`src/core/cms_pkg.sv`:
```
// Purpose: Shared constants for the counter mode sequencer
// Assumes: One counter channel, 16-bit count, gate and source from pins
// Notes: Gate control field decode lives here so both files agree
`default_nettype none
package cms_pkg;

    // ==========================================================
    // Widths
    // ==========================================================
    localparam int CMS_CNT_W = 16;           // Count, Load and Hold width
    localparam int CMS_GATE_W = 4;           // Gate control field width

    // ==========================================================
    // Counter values
    // ==========================================================
    localparam logic [CMS_CNT_W-1:0] CMS_TC_VALUE = 16'h0001;  // Terminal count value
    localparam logic [CMS_CNT_W-1:0] CMS_CNT_RESET = 16'h0000; // Count after reset
    localparam logic [CMS_CNT_W-1:0] CMS_CNT_STEP = 16'h0001;  // Decrement per edge

    // ==========================================================
    // Gate control field codes
    // ==========================================================
    localparam logic [CMS_GATE_W-1:0] CMS_GATE_NONE_CODE = 4'h0; // No gate control
    localparam int CMS_GATE_EDGE_BIT = 3;    // Set: edge gate, clear: level gate

    // Gate qualification type
    typedef enum logic [1:0] {
        CMS_GATE_NONE = 2'b00,
        CMS_GATE_LEVEL = 2'b01,
        CMS_GATE_EDGE = 2'b10
    } cms_gate_type;

    // Decode the gate control field into a qualification type
    function automatic cms_gate_type cms_gate_decode(input logic [CMS_GATE_W-1:0] field);
        cms_gate_type kind;
        kind = CMS_GATE_NONE;
        if (field == CMS_GATE_NONE_CODE) begin
            kind = CMS_GATE_NONE;
        end else if (field[CMS_GATE_EDGE_BIT]) begin
            kind = CMS_GATE_EDGE;
        end else begin
            kind = CMS_GATE_LEVEL;
        end
        return kind;
    endfunction : cms_gate_decode

endpackage : cms_pkg
`default_nettype wire

```
`src/core/cms_edge_sync.sv`:
```
// Purpose: Two-flop pin synchroniser with rising and falling edge pulses
// Assumes: Input is asynchronous to clk and slower than clk / 2
// Notes: First flop feeds only the second flop
`timescale 1ns/1ps
`default_nettype none
module cms_edge_sync (
    // Clock and reset
    input wire logic clk,
    input wire logic rst_n,
    // Pin side
    input wire logic pin_in,
    // Synchronised side
    output logic level_out,
    output logic rise_out,
    output logic fall_out
);

    // ==========================================================
    // Synchroniser chain
    // ==========================================================
    logic meta_ff;   // First stage, read only by sync_ff
    logic sync_ff;   // Second stage, safe level
    logic prev_ff;   // Delayed level for edge detection

    // Two-flop chain then one history flop
    always_ff @(posedge clk) begin
        if (!rst_n) begin
            meta_ff <= 1'b0;
            sync_ff <= 1'b0;
            prev_ff <= 1'b0;
        end else begin
            meta_ff <= pin_in;
            sync_ff <= meta_ff;
            prev_ff <= sync_ff;
        end
    end

    // Edge pulses last one clock
    assign level_out = sync_ff;
    assign rise_out = sync_ff & ~prev_ff;
    assign fall_out = ~sync_ff & prev_ff;

endmodule : cms_edge_sync
`default_nettype wire

```
`src/core/cms_sequencer.sv`:
```
// Purpose: Mode sequencer for one counter/timer channel
// Assumes: Source and gate are active-high pins; host commands are clk pulses
// Notes: Counts down; terminal count is the state where count equals one
`timescale 1ns/1ps
`default_nettype none
module cms_sequencer (
    // Clock and reset
    input wire logic clk,
    input wire logic rst_n,
    // Counter pins
    input wire logic source_in,
    input wire logic gate_in,
    // Mode configuration
    input wire logic [cms_pkg::CMS_GATE_W-1:0] gate_control_field,
    input wire logic special_gate_bit,
    input wire logic reload_source_bit,
    input wire logic repetition_bit,
    input wire logic toggle_out_sel,
    // Reload values
    input wire logic [cms_pkg::CMS_CNT_W-1:0] load_value,
    input wire logic [cms_pkg::CMS_CNT_W-1:0] hold_value,
    // Host commands
    input wire logic arm_cmd,
    input wire logic disarm_cmd,
    input wire logic load_cmd,
    // Status and outputs
    output logic armed,
    output logic running,
    output logic [cms_pkg::CMS_CNT_W-1:0] count_value,
    output logic terminal_count,
    output logic tc_toggled,
    output logic counter_out
);
    import cms_pkg::*;

    // ==========================================================
    // Pin synchronisers
    // ==========================================================
    logic src_rise;    // Active-going source edge
    logic gate_lvl;    // Synchronised gate level
    logic gate_rise;   // Active-going gate edge
    logic gate_fall;   // Inactive-going gate edge
    logic src_lvl_unused;
    logic src_fall_unused;

    // Source pin: only the rising edge is used
    cms_edge_sync u_src_sync (
        .clk(clk),
        .rst_n(rst_n),
        .pin_in(source_in),
        .level_out(src_lvl_unused),
        .rise_out(src_rise),
        .fall_out(src_fall_unused)
    );

    // Gate pin: level and both edges are used
    cms_edge_sync u_gate_sync (
        .clk(clk),
        .rst_n(rst_n),
        .pin_in(gate_in),
        .level_out(gate_lvl),
        .rise_out(gate_rise),
        .fall_out(gate_fall)
    );

    // ==========================================================
    // State
    // ==========================================================
    logic armed_ff;                       // Counter armed
    logic run_ff;                         // Edge-gated trigger seen
    logic phase_ff;                       // Set: next reload is the second of a pair
    logic tc_ff;                          // Count sits at terminal count
    logic toggle_ff;                      // Inverts on every terminal count
    logic [CMS_CNT_W-1:0] count_ff;       // Current count
    logic [CMS_CNT_W-1:0] nxt_count;      // Next count

    // ==========================================================
    // Mode decode
    // ==========================================================
    cms_gate_type gate_kind;              // Qualification type
    logic qualify;                        // Count allowed outside terminal count
    logic count_en;                       // This source edge is counted
    logic tc_exit;                        // Source edge that leaves terminal count
    logic cycle_done;                     // Exit that ends a whole count cycle
    logic auto_disarm;                    // Exit that disarms the counter
    logic [CMS_CNT_W-1:0] reload_val;     // Register chosen for this reload

    // The special gate bit only changes edge modes
    assign gate_kind = cms_gate_decode(gate_control_field);

    // Qualification per gate type
    always_comb begin
        qualify = 1'b0;
        unique case (gate_kind)
            CMS_GATE_NONE: begin
                // Gate input plays no part
                qualify = armed_ff;
            end
            CMS_GATE_LEVEL: begin
                // Edges while gate low are dropped
                qualify = armed_ff & gate_lvl;
            end
            CMS_GATE_EDGE: begin
                // Counting only after a trigger edge
                qualify = armed_ff & run_ff;
            end
            default: begin
                // Code 2'b11 never decoded
                qualify = 1'b0;
            end
        endcase
    end

    // Terminal count always takes the next source edge
    assign count_en = src_rise & (tc_ff | qualify);
    assign tc_exit = src_rise & tc_ff;

    // Alternating mode finishes its cycle on the second exit
    assign cycle_done = tc_exit & (~reload_source_bit | phase_ff);

    // Single-cycle modes disarm when the cycle ends
    assign auto_disarm = cycle_done & ~repetition_bit;

    // Hold on the first exit of a pair, Load otherwise
    assign reload_val = (reload_source_bit && !phase_ff) ? hold_value : load_value;

    // ==========================================================
    // Next count
    // ==========================================================
    always_comb begin
        nxt_count = count_ff;
        if (load_cmd) begin
            // Host load command
            nxt_count = load_value;
        end else if (tc_exit) begin
            // Reload on leaving terminal count
            nxt_count = reload_val;
        end else if (count_en) begin
            // Ordinary decrement
            nxt_count = count_ff - CMS_CNT_STEP;
        end
    end

    // Count register
    always_ff @(posedge clk) begin
        if (!rst_n) begin
            count_ff <= CMS_CNT_RESET;
        end else begin
            count_ff <= nxt_count;
        end
    end

    // Terminal count flag, registered from the next count
    always_ff @(posedge clk) begin
        if (!rst_n) begin
            tc_ff <= 1'b0;
        end else begin
            tc_ff <= (nxt_count == CMS_TC_VALUE);
        end
    end

    // ==========================================================
    // Reload phase
    // ==========================================================
    always_ff @(posedge clk) begin
        if (!rst_n) begin
            phase_ff <= 1'b0;
        end else if (load_cmd || !reload_source_bit) begin
            // Fresh load restarts the pair with Hold
            phase_ff <= 1'b0;
        end else if (tc_exit) begin
            // Alternate on each exit
            phase_ff <= ~phase_ff;
        end
    end

    // ==========================================================
    // Arm state
    // ==========================================================
    // Arm command wins over an automatic disarm in the same cycle
    always_ff @(posedge clk) begin
        if (!rst_n) begin
            armed_ff <= 1'b0;
        end else if (arm_cmd) begin
            // Host arm
            armed_ff <= 1'b1;
        end else if (disarm_cmd) begin
            // Host disarm
            armed_ff <= 1'b0;
        end else if (auto_disarm) begin
            // Disarm only after the exit edge
            armed_ff <= 1'b0;
        end
    end

    // ==========================================================
    // Edge-gated trigger state
    // ==========================================================
    always_ff @(posedge clk) begin
        if (!rst_n) begin
            run_ff <= 1'b0;
        end else if (gate_kind != CMS_GATE_EDGE || disarm_cmd) begin
            // Only edge modes use the trigger
            run_ff <= 1'b0;
        end else if (!run_ff) begin
            // Disarmed counters drop gate edges
            run_ff <= gate_rise & armed_ff;
        end else if (cycle_done) begin
            // Stop and wait for a new gate edge
            run_ff <= 1'b0;
        end else if (special_gate_bit && gate_fall) begin
            // Upper edge modes stop on gate fall
            run_ff <= 1'b0;
        end
        // Otherwise the gate is ignored while running
    end

    // ==========================================================
    // Toggled output
    // ==========================================================
    always_ff @(posedge clk) begin
        if (!rst_n) begin
            toggle_ff <= 1'b0;
        end else if (tc_exit) begin
            // Inverts once per terminal count
            toggle_ff <= ~toggle_ff;
        end
    end

    // Output select register
    logic out_ff;
    always_ff @(posedge clk) begin
        if (!rst_n) begin
            out_ff <= 1'b0;
        end else begin
            out_ff <= toggle_out_sel ? (toggle_ff ^ tc_exit) : (nxt_count == CMS_TC_VALUE);
        end
    end

    // ==========================================================
    // Outputs
    // ==========================================================
    assign armed = armed_ff;
    assign running = run_ff;
    assign count_value = count_ff;
    assign terminal_count = tc_ff;
    assign tc_toggled = toggle_ff;
    assign counter_out = out_ff;
endmodule : cms_sequencer
`default_nettype wire

```
`config.mk`:
```
export PLATFORM = sky130hd
export DESIGN_NAME = cms_sequencer
export DESIGN_NICKNAME = d
export VERILOG_FILES = /design/src/core/cms_pkg.sv /design/src/core/cms_edge_sync.sv /design/src/core/cms_sequencer.sv
export SDC_FILE = /design/constraint.sdc
export NUM_CORES = 1
export LEC_CHECK = 0
export BUFFER_PORTS_ARGS = -buffer_cell sky130_fd_sc_hd__buf_2
export CELL_PAD_IN_SITES_DETAIL_PLACEMENT = 1
export CELL_PAD_IN_SITES_GLOBAL_PLACEMENT = 1
export CORE_ASPECT_RATIO = 1.5
export CORE_MARGIN = 5
export CORE_UTILIZATION = 34
export CTS_CLUSTER_DIAMETER = 200
export DETAILED_ROUTE_END_ITERATION = 10
export MAX_ROUTING_LAYER = met4
export PLACE_DENSITY = 0.89
export SETUP_SLACK_MARGIN = 0.3
export SKIP_LAST_GASP = 1
export SLEW_MARGIN = 30
export SYNTH_ARGS = -nofsm -noshare
export SYNTH_HDL_FRONTEND = slang
export SYNTH_HIERARCHICAL = 1
export SYNTH_SLANG_ARGS = --single-unit
```
`constraint.sdc`:
```
create_clock -name clk -period 3.95 [get_ports clk]
set_clock_uncertainty 0.15 [all_clocks]
set_input_delay 0.395 -clock clk [delete_from_list [all_inputs] [get_ports clk]]
set_output_delay 0.395 -clock clk [all_outputs]
set_load 0.02 [all_outputs]
```
==> results of run 1 <==
power breakdown:
part	total (mW)	leakage, nW	internal [mW]	switching (mW)
sequential	0.310	0.230	0.295	0.0152
combinational	0.144	0.708	0.0630	0.0814
clock	0.231	0.0357	0.136	0.0953
total	0.686	0.974	0.494	0.192
sequential cells by signal, indices dropped and copies added (netlist names):
name / count
count_value: 16
u_gate_sync/prev_ff: 1
u_src_sync/level_out: 1
armed: 1
u_gate_sync/meta_ff: 1
terminal_count: 1
u_src_sync/meta_ff: 1
u_src_sync/prev_ff: 1
phase_ff: 1
u_gate_sync/level_out: 1
running: 1
counter_out: 1
tc_toggled: 1
layout make-up:
class	instances	area [um^2]
fillers	636	2664
multi-input cells	147	1036
flip-flops and latches	28	560.5
repair buffers	70	357.8
well taps	66	82.58
clock buffers	3	41.29
inverters	10	37.54
clock inverters	1	30.03
path summary, 6_finish.rpt:
check / start / endpoint / slack, ns
worst max register to register: u_src_sync/level_out / terminal_count / 0.77
worst max-delay path: gate_control_field[3] / terminal_count / 0.77
worst min register to register: u_src_sync/meta_ff / u_src_sync/level_out / 0.30
worst min-delay path: source_in / u_src_sync/meta_ff / 0.16
through the flow:
| stage | power, mW | util [%] | hold WS (ns) | area [um^2] |
|---|---|---|---|---|
| finish | 0.6861 | 44.62 | 0.1579 | 2146 |
| floorplan | 0.3996 | - | 0.2618 | 1684 |
| global route | 0.7201 | 44.62 | 0.1431 | 2146 |
| CTS | 0.6923 | 44.62 | 0.1538 | 2146 |
| detailed placement | 0.4614 | 43.13 | 0.2780 | 2074 |
| global placement | 0.4566 | 43.13 | 0.2716 | 2074 |
per-layer routing:
layer,part of all wire (%),GRT usage [%],vias to the layer above
met5,0,-,-
met4,1.7,6.261,0
met3,5.9,2.570,9
met2,52,33.79,62
met1,40,21.29,861
li1,-,-,857
critical path, cell delays in order:
cell and delay [ns]:
buf_2 0.12, or2_2 0.31, ha_1 0.27, nand4b_1 0.10, o21a_1 0.64, a211oi_2 0.22, xor2_1 0.19, a222oi_1 0.51
nand4_1 0.21, nor4_2 0.27
==> flow_metrics.env, run 1 <==
export IMPL_ctsLongestPathBuffers=2
export IMPL_critPathRequiredTime_ns=4.00
export IMPL_routabilityCongestion=0.8098
export IMPL_grt_start_max_net_pins=21
export IMPL_drc=0
export IMPL_holdPathStages=2
export IMPL_reg2reg_depth=8
export IMPL_drtPass1Iterations=4
export IMPL_cts_inserted_buffers=3
export IMPL_mostFrequentLayoutCell="buf_2"
export IMPL_finalHoldViolations=0
export IMPL_ant_nets=0
export IMPL_start_kind="input port"
export IMPL_postCtsHoldBufs=0
export IMPL_grt_pass1_wl_um=9045
export IMPL_worstMarginPinSlew_ns=0.7960
export IMPL_antenna_cells=0
export IMPL_post_route_period_util_pct=80.62
export IMPL_cts_resized=0
export IMPL_wl_per_cell_um=17.71
export IMPL_worstPathMaxFanout=20
export IMPL_max_slew_margin_rel_pct=46.93
export IMPL_hpwl_um=4535
export IMPL_powerDensity_nw_per_um2=319.7
export IMPL_placementRows=31
export IMPL_critPathKind="in -> reg"
export IMPL_instances_no_fill=325
export IMPL_leakage_nw=0.9740
export IMPL_drt_iter0_drc=113
export IMPL_die_h_um=96.20
export IMPL_final_cell_mix="buf_2, dfxtp_1, nor2_1"
export IMPL_root_buffer="clkbuf_8"
export IMPL_slew_viol_final=0
export IMPL_hold_path_class="in -> reg"
export IMPL_post_cts_buffers=0
export IMPL_antenna_found_initial=0
export IMPL_grt_ovfl_total=0
export IMPL_synth_cells=194
export IMPL_outcome="complete, no violations"
export IMPL_maxCapViolations=0
export IMPL_grt_setup_unrepaired="no"
export IMPL_dp_slack_ns=0.4756
export IMPL_end_kind="flop"
export IMPL_clk_pin_slew_worst_paths_ns=0.10
export IMPL_cp_arrival_ns=3.24
export IMPL_synth_area_um2=1684
export IMPL_grt_pass1_vias=1856
export IMPL_drive_gt1_share_pct=33.20
export IMPL_wl_um=5756
export IMPL_timing_setup_tns_ns=0
export IMPL_dieArea_um2=6490
export IMPL_areaGrowthSynthToFinish_pct=27.41
export IMPL_avgSynthCellArea_um2=8.681
export IMPL_grt_usage_pct=18.96
export IMPL_layout_min_cycle_time_ns=3.184
export IMPL_cts_num_sinks=28
export IMPL_portBuffers=67
export IMPL_start_util_pct=35.02
export IMPL_cts_tree="done"
export IMPL_postLayoutSetupSlackWorst_ns=0.7657
export IMPL_peakVddDrop_uv=105.1
export IMPL_synth_warnings=6
export IMPL_vias_per_cell=5.505
export IMPL_worstSkewPairLatency_ns=0.28
export IMPL_setup_violations_final=0
export IMPL_core_region_area_um2=4810
export IMPL_final_nets=310
export IMPL_vias=1789
export IMPL_fmaxAchievable_mhz=314.0
export IMPL_placed_cells=321
export IMPL_die_x_um=67.47
export IMPL_htreeDepth=1
export IMPL_synth_fp_nets=244
export IMPL_io_pins=68
(Power assumes the default switching activity.)
==> inputs of run 2 (changes only) <==
==> constraint.sdc (replaced) <==
create_clock -name clk -period 3.3 [get_ports clk]
set_clock_uncertainty 0.15 [all_clocks]
set_input_delay 0.33 -clock clk [delete_from_list [all_inputs] [get_ports clk]]
set_output_delay 0.33 -clock clk [all_outputs]
set_load 0.02 [all_outputs]
==> run 2 against run 1 <==
Net effect: critical path depth is 1 lower; sequential power up 20%; hold slack got worse by 0.060 ns; sequential share of layout area is 0.87 points lower; critical path type is now reg -> reg; combinational power rose by 26%; clock-buffer cell count stayed put; non-clock buffer count rose by 4; clock power up 21%; largest cell class unchanged.
==> flow_metrics.env, run 2 (same netlist as run 1, synthesis figures left out) <==
export IMPL_vias_per_cell=5.587
export IMPL_areaGrowthSynthToFinish_pct=31.80
export IMPL_critPathRequiredTime_ns=3.35
export IMPL_cts_tree="done"
export IMPL_finalHoldViolations=0
export IMPL_leakage_nw=0.9961
export IMPL_post_route_period_util_pct=86.61
export IMPL_max_slew_margin_rel_pct=49.34
export IMPL_cts_inserted_buffers=3
export IMPL_wl_um=5973
export IMPL_path_buf_inv=1
export IMPL_portBuffers=67
export IMPL_fmaxAchievable_mhz=349.9
export IMPL_root_buffer="clkbuf_8"
export IMPL_core_region_area_um2=4810
export IMPL_hold_path_class="in -> reg"
export IMPL_placementRows=31
export IMPL_worstPathMaxFanout=6
export IMPL_crit_family="compound AO/OA/AOI/OAI gates"
export IMPL_dieArea_um2=6490
export IMPL_die_h_um=96.20
export IMPL_drt_iter0_drc=134
export IMPL_mostFrequentLayoutCell="buf_2"
export IMPL_slew_viol_final=0
export IMPL_drive_gt1_share_pct=35.74
export IMPL_cpMaxStageDelayCell="or4b_4"
export IMPL_cp_arrival_ns=2.90
export IMPL_maxCapViolations=0
export IMPL_postCtsHoldBufs=0
export IMPL_drc=0
export IMPL_antenna_found_initial=0
export IMPL_met3_length_um=354
export IMPL_end_kind="flop"
export IMPL_worstMarginPinSlew_ns=0.7599
export IMPL_drtPass1Iterations=5
export IMPL_path_cells="inv_1 > ha_1 > or4b_4 > nand2b_1 > a211oi_2 > xor2_1 > a222oi_1 > nand4_1 > o31ai_1"
export IMPL_antenna_cells=0
export IMPL_layout_min_cycle_time_ns=2.858
export IMPL_worstSkewPairLatency_ns=0.28
export IMPL_grt_setup_unrepaired="no"
export IMPL_largest_reg_flops=16
export IMPL_final_cell_mix="buf_2, dfxtp_1, nor2_1"
export IMPL_max_stage_delay_ns=0.49
export IMPL_grt_pass1_wl_um=9390
export IMPL_outcome="complete, no violations"
export IMPL_htreeDepth=1
export IMPL_timing_setup_tns_ns=0
export IMPL_cp_num_cells=9
export IMPL_holdPathStages=2
export IMPL_critPathKind="reg -> reg"
export IMPL_setup_violations_final=0
export IMPL_peakVddDrop_uv=148.7
export IMPL_reg2reg_depth=9
export IMPL_grt_pass1_vias=1976
export IMPL_vias=1838
export IMPL_powerDensity_nw_per_um2=375.4
export IMPL_ctsLongestPathBuffers=2
export IMPL_grt_ovfl_total=0
export IMPL_die_x_um=67.47
export IMPL_clk_pin_slew_worst_paths_ns=0.10
export IMPL_grt_start_max_net_pins=17
export IMPL_highest_signal_layer="met4"
export IMPL_met1Wirelength_um=2265
export IMPL_hold_ws_ns=0.09759
export IMPL_wl_per_cell_um=18.16
export IMPL_io_pins=68
export IMPL_start_kind="flop"
export IMPL_start_util_pct=35.02
export IMPL_final_nets=314
export IMPL_power_mw=0.8333
export IMPL_wl_met2_um=3222
export IMPL_hpwl_um=4730
export IMPL_ant_nets=0
export IMPL_routabilityCongestion=0.8386
export IMPL_grt_usage_pct=19.54
export IMPL_cts_num_sinks=28
[run 2: path summary, 6_finish.rpt]
path                            from                    to  slack, ns
setup / recovery      count_value[0]           counter_out       0.44
hold reg to reg   u_src_sync/meta_ff  u_src_sync/level_out       0.30
setup reg to reg      count_value[0]           counter_out       0.44
hold / removal             source_in    u_src_sync/meta_ff        0.1
[run 2: final cells by class]
class / instances / area (um^2)
clock buffers: 3 / 41.29
inverters: 10 / 37.54
multi-input cells: 147 / 1080
fillers: 641 / 2590
clock inverters: 1 / 30.03
well taps: 66 / 82.58
repair buffers: 74 / 387.9
flip-flops and latches: 28 / 560.5
[run 2: repair_timing]
| item | 4_1_cts | 5_1_grt |
|---|---|---|
| buffers inserted | 0 | 1 |
| endpoints found under the setup margin | 2 | 2 |
| pin swaps | 0 | 6 |
| gates resized for setup | 1 | 6 |
[run 2: routing by layer]
metal  track usage, %  vias to the layer above
li1                 -                      863
met1            21.81                      885
met2            35.42                       77
met3            1.869                       13
met4            6.599                        0
met5                -                        -
[run 2: stage by stage]
stage	setup slack, ns	cells	area, um^2	utilization (%)
6_report	0.4419	329	2220	46.15
2_1_floorplan	0.4837	194	1684	-
4_1_cts	0.3213	328	2171	45.14
3_3_place_gp	0.1592	324	2097	43.60
3_5_place_dp	0.02667	324	2097	43.60
5_1_grt	0.2822	329	2220	46.15
[run 2: power breakdown]
| group | internal (mW) | leakage [nW] | switching [mW] |
|---|---|---|---|
| logic | 0.0802 | 0.730 | 0.101 |
| registers | 0.353 | 0.230 | 0.0197 |
| clock network | 0.163 | 0.0357 | 0.116 |
[run 2: worst register-to-register path, cell delays in order, from the launching register on]
cell and delay (ns):
dfxtp_1 0.37, inv_1 0.07, ha_1 0.15, or4b_4 0.49
nand2b_1 0.24, a211oi_2 0.31, xor2_1 0.11, a222oi_1 0.39
nand4_1 0.21, o31ai_1 0.28
